`config.mk`:
```
export PLATFORM = sky130hd
export DESIGN_NAME = ofhd_regs
export DESIGN_NICKNAME = d
export VERILOG_FILES = /design/src/common/ofhd_pkg.sv /design/src/verilog/ofhd_regs.sv
export SDC_FILE = /design/constraint.sdc
export NUM_CORES = 1
export LEC_CHECK = 0
export ABC_AREA = 1
export BUFFER_PORTS_ARGS = -buffer_cell sky130_fd_sc_hd__buf_2
export CORE_UTILIZATION = 40
export DETAILED_ROUTE_END_ITERATION = 10
export GPL_ROUTABILITY_DRIVEN = 0
export PLACE_DENSITY = 0.65
export SYNTH_ARGS = -nofsm -noshare
export SYNTH_HDL_FRONTEND = slang
export SYNTH_SLANG_ARGS = --single-unit
```
`constraint.sdc`:
```
create_clock -name ref_clk_i -period 4.1 [get_ports ref_clk_i]
set_clock_uncertainty 0.15 [all_clocks]
set_input_delay 0.615 -clock ref_clk_i [delete_from_list [all_inputs] [get_ports ref_clk_i]]
set_output_delay 0.615 -clock ref_clk_i [all_outputs]
set_load 0.03 [all_outputs]
```
`src/common/ofhd_pkg.sv`:
```
/*
  Constants for the output format, static hold and disable register bank.
  Assumes a byte-wide register port from the serial control port decoder.
*/
package ofhd_pkg;
  localparam int unsigned NUM_OUT = 5;
  // ****************************************************
  // Register offsets
  // ****************************************************
  localparam logic [7:0] ADDR_FMT_REF = 8'h07;
  localparam logic [7:0] ADDR_HOLD_14 = 8'h08;
  localparam logic [7:0] ADDR_AVG_H5 = 8'h09;
  localparam logic [7:0] ADDR_DISABLE = 8'h0a;
  // ****************************************************
  // Reset values and writable masks
  // ****************************************************
  localparam logic [7:0] RST_FMT_REF = 8'h00;
  localparam logic [7:0] RST_HOLD_14 = 8'h00;
  localparam logic [7:0] RST_AVG_H5 = 8'hc0;
  localparam logic [7:0] RST_DISABLE = 8'h00;
  localparam logic [7:0] WMASK_FMT_REF = 8'h3f;
  localparam logic [7:0] WMASK_HOLD_14 = 8'hff;
  localparam logic [7:0] WMASK_AVG_H5 = 8'hfb;
  localparam logic [7:0] WMASK_DISABLE = 8'h2f;
  // ****************************************************
  // Field positions
  // ****************************************************
  localparam int unsigned FMT_LSB = 3;
  localparam int unsigned AVG_LSB = 3;
  localparam int unsigned DIS5_BIT = 5;
  localparam int unsigned REF_LSB = 0;
  localparam int unsigned HOLD_W = 2;
  localparam int unsigned H5_LSB = 0;
  // ****************************************************
  // Codes
  // ****************************************************
  localparam logic [2:0] FMT_DISABLE = 3'h1;
  localparam logic [2:0] FMT_CMOS = 3'h2;
  localparam logic [2:0] FMT_LS_LVDS = 3'h3;
  localparam logic [2:0] FMT_LVPECL = 3'h5;
  localparam logic [2:0] FMT_CML = 3'h6;
  localparam logic [2:0] FMT_LVDS = 3'h7;
  localparam logic [2:0] REF_EXT = 3'h0;
  localparam logic [2:0] REF_MAX = 3'h4;
  localparam logic [1:0] HOLD_NORMAL = 2'h0;
  localparam logic [1:0] HOLD_LOW = 2'h1;
  localparam logic [1:0] HOLD_HIGH = 2'h2;
  typedef enum logic [1:0] {
    OFHD_RUN,
    OFHD_WAIT_LVL,
    OFHD_HELD
  } ofhd_hold_st_t;
endpackage : ofhd_pkg

```
`src/verilog/ofhd_regs.sv`:
```
/*
  Output format, static hold and disable register bank, with glitch-free
  per-output hold gating. Assumes a serial port decoder presents byte writes
  and reads at ref_clk_i, and that clk_out_i carries each output's divided
  clock, asynchronous to ref_clk_i.
*/
`timescale 1ns/1ps
// Overview of operation
// - Output five format code: disable, CMOS, LVDS variants, LVPECL, CML.
// - Reference select picks external pins or clock inputs one to four.
// - Hold code: normal, static low, static high; code three reserved.
// - Entering or leaving hold never glitches or truncates an output pulse.
// - Hold fields of outputs four..one sit at 7:6, 5:4, 3:2, 1:0.
// - Averaging field in bits 7:3 sets holdover multiplier averaging time.
// - Averaging register resets to 1100 0000.
// - Bit five set disables output five buffer and its divider.
// - Bits three..zero disable outputs four..one and their dividers.
// - Reserved bits of format and disable registers are read-only.
// - Sleep disables every clock output regardless of format settings.
module ofhd_regs #(
  parameter int unsigned NOUT = ofhd_pkg::NUM_OUT
) (
  input wire logic ref_clk_i,
  input wire logic rstn_i,
  input wire logic wr_en_i,
  input wire logic rd_en_i,
  input wire logic [7:0] addr_i,
  input wire logic [7:0] wdata_i,
  input wire logic sleep_i,
  input wire logic [NOUT-1:0] clk_out_i,
  output logic [7:0] rdata_o,
  output logic [2:0] out5_signal_format_o,
  output logic [2:0] freq_offset_ref_select_o,
  output logic [4:0] holdover_average_time_o,
  output logic [NOUT-1:0] output_disable_o,
  output logic [NOUT-1:0] out_held_o,
  output logic [NOUT-1:0] held_level_o
);
  // ****************************************************
  // State
  // ****************************************************
  typedef struct packed {
    logic [7:0] fmt_ref;
    logic [7:0] hold_14;
    logic [7:0] avg_h5;
    logic [7:0] dis;
    logic [7:0] rdata;
    logic [NOUT-1:0] sync1;
    logic [NOUT-1:0] sync2;
    logic [NOUT-1:0] pdown;
    ofhd_pkg::ofhd_hold_st_t [NOUT-1:0] hst;
    logic [NOUT-1:0] held;
    logic [NOUT-1:0] lvl;
  } ofhd_state_t;

  ofhd_state_t s_q;
  ofhd_state_t s_d;
  logic [NOUT-1:0][1:0] hold_code;

  // Gather the five hold fields; output five lives in the averaging register
  for (genvar g = 0; g < NOUT - 1; g++) begin : g_hold
    assign hold_code[g] =
      s_q.hold_14[g*ofhd_pkg::HOLD_W +: ofhd_pkg::HOLD_W];
  end
  assign hold_code[NOUT-1] =
    s_q.avg_h5[ofhd_pkg::H5_LSB +: ofhd_pkg::HOLD_W];

  // ****************************************************
  // Next state
  // ****************************************************
  // Holds only start or end when the output already sits at the target
  // level, so the hand-over never cuts a pulse short.
  always_comb begin
    logic [1:0] code;
    logic [NOUT-1:0] dis_vec;
    logic flip;
    logic at_lvl;
    code = ofhd_pkg::HOLD_NORMAL;
    dis_vec = '0;
    flip = 1'b0;
    at_lvl = 1'b0;
    s_d = s_q;
    s_d.sync1 = clk_out_i;
    s_d.sync2 = s_q.sync1;
    if (wr_en_i) begin
      unique case (addr_i)
        ofhd_pkg::ADDR_FMT_REF: begin
          s_d.fmt_ref = wdata_i & ofhd_pkg::WMASK_FMT_REF;
        end
        ofhd_pkg::ADDR_HOLD_14: begin
          s_d.hold_14 = wdata_i & ofhd_pkg::WMASK_HOLD_14;
        end
        ofhd_pkg::ADDR_AVG_H5: begin
          s_d.avg_h5 = wdata_i & ofhd_pkg::WMASK_AVG_H5;
        end
        ofhd_pkg::ADDR_DISABLE: begin
          s_d.dis = wdata_i & ofhd_pkg::WMASK_DISABLE;
        end
        default: s_d.fmt_ref = s_q.fmt_ref; // Unmapped writes ignored
      endcase
    end
    if (rd_en_i) begin
      unique case (addr_i)
        ofhd_pkg::ADDR_FMT_REF: s_d.rdata = s_q.fmt_ref;
        ofhd_pkg::ADDR_HOLD_14: s_d.rdata = s_q.hold_14;
        ofhd_pkg::ADDR_AVG_H5: s_d.rdata = s_q.avg_h5;
        ofhd_pkg::ADDR_DISABLE: s_d.rdata = s_q.dis;
        default: s_d.rdata = 8'h00;
      endcase
    end
    // Per-output power-down: own bit, output five format, or sleep
    dis_vec[3:0] = s_q.dis[3:0];
    dis_vec[4] = s_q.dis[ofhd_pkg::DIS5_BIT]
      | (s_q.fmt_ref[ofhd_pkg::FMT_LSB +: 3]
      == ofhd_pkg::FMT_DISABLE);
    s_d.pdown = dis_vec | {NOUT{sleep_i}};
    for (int i = 0; i < NOUT; i++) begin
      code = hold_code[i];
      at_lvl = (s_q.sync2[i] == s_q.lvl[i]);
      // A hold code naming the other level than the one stored
      flip = (code == ofhd_pkg::HOLD_LOW && s_q.lvl[i])
        || (code == ofhd_pkg::HOLD_HIGH && !s_q.lvl[i]);
      unique case (s_q.hst[i])
        ofhd_pkg::OFHD_RUN: begin
          if (code == ofhd_pkg::HOLD_LOW || code == ofhd_pkg::HOLD_HIGH) begin
            s_d.lvl[i] = (code == ofhd_pkg::HOLD_HIGH);
            s_d.hst[i] = ofhd_pkg::OFHD_WAIT_LVL;
          end
        end
        ofhd_pkg::OFHD_WAIT_LVL: begin
          if (code == ofhd_pkg::HOLD_NORMAL) begin
            s_d.hst[i] = ofhd_pkg::OFHD_RUN;
          end else if (flip) begin
            // Level swapped before the hold took: chase the new level
            s_d.lvl[i] = ~s_q.lvl[i];
          end else if (at_lvl) begin
            s_d.held[i] = 1'b1;
            s_d.hst[i] = ofhd_pkg::OFHD_HELD;
          end
        end
        ofhd_pkg::OFHD_HELD: begin
          // Release only while the live clock matches the held level; a
          // swap to the other level runs free until that level comes round
          if ((code == ofhd_pkg::HOLD_NORMAL || flip) && at_lvl) begin
            s_d.held[i] = 1'b0;
            s_d.hst[i] = ofhd_pkg::OFHD_RUN;
          end
        end
        default: s_d.hst[i] = ofhd_pkg::OFHD_RUN;
      endcase
    end
  end

  // ****************************************************
  // Registers
  // ****************************************************
  // Synchronous reset to documented values
  always_ff @(posedge ref_clk_i) begin
    if (!rstn_i) begin
      s_q <= '0;
      s_q.fmt_ref <= ofhd_pkg::RST_FMT_REF;
      s_q.hold_14 <= ofhd_pkg::RST_HOLD_14;
      s_q.avg_h5 <= ofhd_pkg::RST_AVG_H5;
      s_q.dis <= ofhd_pkg::RST_DISABLE;
      s_q.pdown <= {NOUT{1'b1}};
      for (int i = 0; i < NOUT; i++) begin
        s_q.hst[i] <= ofhd_pkg::OFHD_RUN;
      end
    end else begin
      s_q <= s_d;
    end
  end

  // Outputs all straight from flops
  assign rdata_o = s_q.rdata;
  assign out5_signal_format_o = s_q.fmt_ref[ofhd_pkg::FMT_LSB +: 3];
  assign freq_offset_ref_select_o =
    s_q.fmt_ref[ofhd_pkg::REF_LSB +: 3];
  assign holdover_average_time_o = s_q.avg_h5[ofhd_pkg::AVG_LSB +: 5];
  assign output_disable_o = s_q.pdown;
  assign out_held_o = s_q.held;
  assign held_level_o = s_q.lvl;

  // Per output: a hold only switches while the live clock sits at the held
  // level, and the held level never moves under a frozen output
  for (genvar g = 0; g < NOUT; g++) begin : g_chk

  end
endmodule : ofhd_regs

```
Yosys cells after proc, flatten, opt, wreduce, memory -nomap -nowiden
Index checks and enable logic that the tools add are counted.
{"block": "op_classes", "shift": 0, "multipliers": 0, "n_lt_le_gt_ge": 0, "n_reduce_logical": 74, "n_mux": 76, "n_eq_ne": 70, "div_mod_pow": 0, "addsub": 0, "n_bitwise": 7}
{"op": "2-bit != test (second input constant)", "count": 30}
{"op": "2-bit 2-to-1 mux", "count": 25}
{"op": "4-bit AND reduction", "count": 10}
{"op": "1-bit 2-to-1 mux", "count": 35}
{"op": "8-bit one-hot mux with 4 select lines", "count": 1}
{"op": "3-bit != test (second input constant)", "count": 10}
{"op": "2-bit one-hot mux with 3 select lines", "count": 5}
{"op": "5-bit AND reduction", "count": 5}
{"op": "8-bit by 4-bit equality test with 1-bit output (second input constant)", "count": 3}
{"op": "2-bit by 1-bit equality test with 1-bit output (second input constant)", "count": 10}
{"op": "2-bit equality test (second input constant)", "count": 10}
{"op": "2-bit logical NOT", "count": 10}
{"op": "1-bit one-hot mux with 2 select lines", "count": 10}
{"op": "2-bit nonzero test", "count": 10}
{"op": "1-bit logical AND", "count": 15}
{"op": "1-bit logical OR", "count": 15}
{"op": "8-bit by 3-bit equality test with 1-bit output (second input constant)", "count": 1}
{"op": "2-bit AND reduction", "count": 4}
{"op": "1-bit equality test", "count": 5}
{"op": "1-bit logical NOT", "count": 5}
{"op": "1-bit inverter", "count": 5}
{"op": "5-bit OR", "count": 1}
{"op": "3-bit by 1-bit equality test with 1-bit output (second input constant)", "count": 1}
{"op": "1-bit OR", "count": 1}
{"block": "word_totals", "inputBits": 26, "n_memories": 0, "ramBits": 0, "rom_bits": 0, "latch_bits": 0, "ff_bits": 69}

Depth between registers and ports, before layout
{"block": "logic_depth", "word_depth": 7, "ltp_mapped": 11, "ltp_nobuf": 11}

Worst setup path after synthesis
No wires, ideal clock.
{"block": "synth_path", "path_type": "input to register", "from": "input port addr_i[2]", "to": "register s_q (netlist bit hold_code[6])", "slack_ns": 2.472, "t_required_ns": 3.829, "setup_ns": 0.121, "stages": 7, "arrival_time_ns": 1.357, "path_cell_list": "inv_1 -> nand2_4 -> nor2_4 -> nand3_4 -> buf_6 -> o21ai_1 -> a21oi_1"}
{"block": "synth_between", "elab_chain_len": 2}
{"item": "from (decl)", "line": "ofhd_regs.sv:27", "rtl": "input wire logic [7:0] addr_i,"}
{"item": "8-bit by 4-bit equality test with 1-bit output", "line": "ofhd_regs.sv:86", "rtl": "unique case (addr_i)"}
{"item": "2-bit AND reduction (no source line)"}
{"item": "to (decl)", "line": "ofhd_regs.sv:56", "rtl": "ofhd_state_t s_q;"}
Every way passes these cells.
A chain may end at the register's enable or synchronous reset.

==> impl_metrics.env <==
export IMPL_synth_top_cell_area_share_pct=37.13
export IMPL_io_buffers=59
export IMPL_routed_wl_um=7649
export IMPL_post_cts_buffers=0
export IMPL_ctsResizeCount=0
export IMPL_finalCriticalPeriod_ps=2083
export IMPL_power_density_mw_per_mm2=343.2
export IMPL_dpl_cell_count=628
export IMPL_synthSimpleGateAreaFrac_pct=24.49
export IMPL_grt_pass1_wl_um=13070
export IMPL_viasPerCell=4.837
export IMPL_htree_levels=3
export IMPL_cts_buffers=9
export IMPL_area_growth_pct=8.779
export IMPL_die_x_um=98.44
export IMPL_finalHoldViolations=0
export IMPL_antenna_cells=0
export IMPL_grt_usage_pct=16.95
export IMPL_arrival_ps=2140
export IMPL_slowest_delay_ps=470
export IMPL_cpMaxStageDelayCell="inv_1"
export IMPL_violations="design-rule violations"
export IMPL_critPathBufInv=3
export IMPL_clock_latency_ps=360
export IMPL_hold_buffers=0
export IMPL_avgSynthCellArea_um2=7.351
export IMPL_syn_area_mm2=0.003720
export IMPL_timing_rr_start="hold_code[8]"
export IMPL_yosys_area_share_xor_xnor_pct=0.7064
export IMPL_cellLeakagePower_nw=1.930
export IMPL_grt_max_degree=47
export IMPL_path_max_fanout=46
export IMPL_rsz0062_at_grt="false"
export IMPL_fillCellCount=904
export IMPL_power_total_mw=1.389
export IMPL_crit_path_start_kind="input port"
export IMPL_synth_area_leaders="dfxtp_1 37%, nand2_1 10%, inv_1 7.6%"
export IMPL_wire_per_inst_um=11.88
export IMPL_yosysTopAreaCell="dfxtp_1"
export IMPL_cp_depth=5
export IMPL_final_layout_size_suffix_gt1_share_pct=20.52
export IMPL_drtPass1Iterations=7
export IMPL_hold_path_end="s_q[28]"
export IMPL_rows=34
export IMPL_r2r_end="held_level_o[4]"
export IMPL_yosysUniqueCellTypes=38
export IMPL_root_buffer="clkbuf_8"
export IMPL_synth_adder_area_share_pct=5.045
export IMPL_ys_ff_latch=69
export IMPL_dieArea_mm2=0.009689
export IMPL_synth_nets=547
export IMPL_synth_top_family_by_area="simple AND/OR/NAND/NOR gates"
export IMPL_worst_setup_path_end_kind="flip-flop"
export IMPL_final_period_utilization_pct=50.81
export IMPL_cts_sink_count=69
export IMPL_worstSetupPathType="input port to flip-flop"
export IMPL_finalNetCount=572
export IMPL_outcome="complete, but fails checks"
export IMPL_finalNonFillerCells=644
export IMPL_syn_instance_count=506
export IMPL_drt_iter0_drc=150
export IMPL_ys_warn_count=0
export IMPL_worstMarginPinSlew_ps=743.3
export IMPL_setup_viol=0
export IMPL_cts_tree="yes"
export IMPL_via_count=3115
export IMPL_fmax_mhz=480.0
export IMPL_detailedPlacementHpwl_um=5678
export IMPL_initial_utilization_pct=42.04
export IMPL_die_y_um=98.44
export IMPL_path_cells="buf_2 > buf_4 > inv_1 > nor2_1 > o311ai_0"
export IMPL_tns_ps=0
export IMPL_ir_drop_mv=0.1510
export IMPL_antenna_found_initial=0
export IMPL_maxSlewViolCount=0
export IMPL_hp_class="flip-flop to flip-flop"
export IMPL_ios=60
export IMPL_synth_compound_area_share_pct=15.24
export IMPL_drv_cap=0
export IMPL_drc=3
export IMPL_required_ps=4150
export IMPL_r2r_slack_ps=2470
export IMPL_core_mm2=0.008848
export IMPL_yosysSeqAreaShare_pct=37.13
export IMPL_cts_max_path_buffers=2
export IMPL_synthMuxAreaShare_pct=0
export IMPL_reg2regPathDepth=9
export IMPL_grt_ovfl_total=0
export IMPL_critPathTopFamily="buffers and inverters"
export IMPL_grt_pass1_vias=2957
export IMPL_ant_nets=0
export IMPL_hold_depth=2
export IMPL_clk_pin_slew_worst_paths_ps=80
export IMPL_min_from="s_d[28]"
export IMPL_relSlewSlack_pct=50.39
## where the power goes
part           leakage [nW]  switching, mW  internal [mW]
sequential            0.559        0.00426          0.678
combinational          1.26         0.0538         0.0248
clock                 0.112          0.269          0.358
total                  1.93          0.328           1.06
## cell usage in the layout, fill, tap and decap left out, types with 2 or more instances in the layout
master     synthesis  final
nand2_1          102    102
nand2_4            3      3
nor2_4             3      3
bufinv_16          0      2
nor2_1            24     24
nand4_1            3      3
a21oi_2            5      5
nand3_1           39     39
ha_1              15     15
a21oi_1           40     40
clkbuf_8           0     10
inv_1             75     75
xnor2_1            3      3
o21ai_2            3      3
inv_2              2      2
o211ai_1           4      4
o21ai_1           16     16
or2_2              4      4
buf_2              3     59
nand2_2            5      5
nor2_2             2      2
o22ai_1            5      5
dfxtp_1           69     69
clkinv_2           0      2
o21ai_0           26     26
## per-layer routing
layer	vias to the layer above	track usage (%)	part of all wire, %
met2	57	29.96	49
met1	1420	19.75	45
met5	-	0	0
li1	1628	-	-
met4	0	6.200	1.3
met3	10	4.397	4.8
## layout make-up
cell class / instances / area, um^2 / share of cell area (%)
flip-flops and latches: 69 / 1381 / 34.14
repair buffers: 60 / 302.8 / 7.483
multi-input cells: 312 / 1692 / 41.81
well taps: 108 / 135.1 / 3.340
clock inverters: 6 / 86.33 / 2.134
inverters: 79 / 311.5 / 7.699
clock buffers: 10 / 137.6 / 3.401
## metrics by stage
stage	utilization [%]	setup slack, ps	instance area [um^2]	hold WS [ps]
finish	45.73	2017	4046	256.8
global route	45.73	1843	4046	269.0
CTS	45.73	2018	4046	259.7
detailed placement	43.20	1642	3822	248.4
global placement	43.20	1694	3822	248.3
floorplan	-	2472	3720	240.5
## synthesized netlist by cell type
master,instances
a211oi_1,1
a21oi_1,40
a21oi_2,5
and2_2,1
buf_2,3
buf_4,34
buf_6,4
clkbuf_1,4
clkbuf_2,1
clkinv_8,1
dfxtp_1,69
ha_1,15
inv_1,75
inv_2,2
inv_4,1
nand2_1,102
nand2_2,5
nand2_4,3
nand2_8,1
nand3_1,39
nand3_2,1
nand3_4,1
nand4_1,3
nor2_1,24
nor2_2,2
nor2_4,3
nor2_8,1
o211ai_1,4
o21ai_0,26
o21ai_1,16
o21ai_2,3
o22ai_1,5
o2bb2ai_1,1
o311ai_0,1
or2_0,1
or2_1,1
or2_2,4
xnor2_1,3
## worst max path at each step
stage,start,to
global route,rstn_i,output_disable_o[4]
CTS,rstn_i,output_disable_o[4]
finish,rstn_i,output_disable_o[4]
global placement,rstn_i,output_disable_o[4]
detailed placement,rstn_i,output_disable_o[4]
floorplan,addr_i[2],hold_code[6]
## tightest hold or removal path: cells and delay by family, from the launching register on
family                 cells  cell delay [ps]
and+or+nand+nor            1               40
buffers and inverters      1               40
DFF                        1              310
## cells by family after synthesis
family / after synthesis
fa+ha+maj: 15
flops: 69
simple gates: 192
xor+xnor: 3
buf+inv: 125
compound gates: 102
## flip-flops by register name (all words and copies together), names as in the netlist, 5 cells and up
signal	cells
rdata_o	8
s_d	5
s_q	20
out_held_o	5
output_disable_o	5
hold_code	10
holdover_average_time_o	5
held_level_o	5
Note: power is estimated with default switching activity, not from simulation.
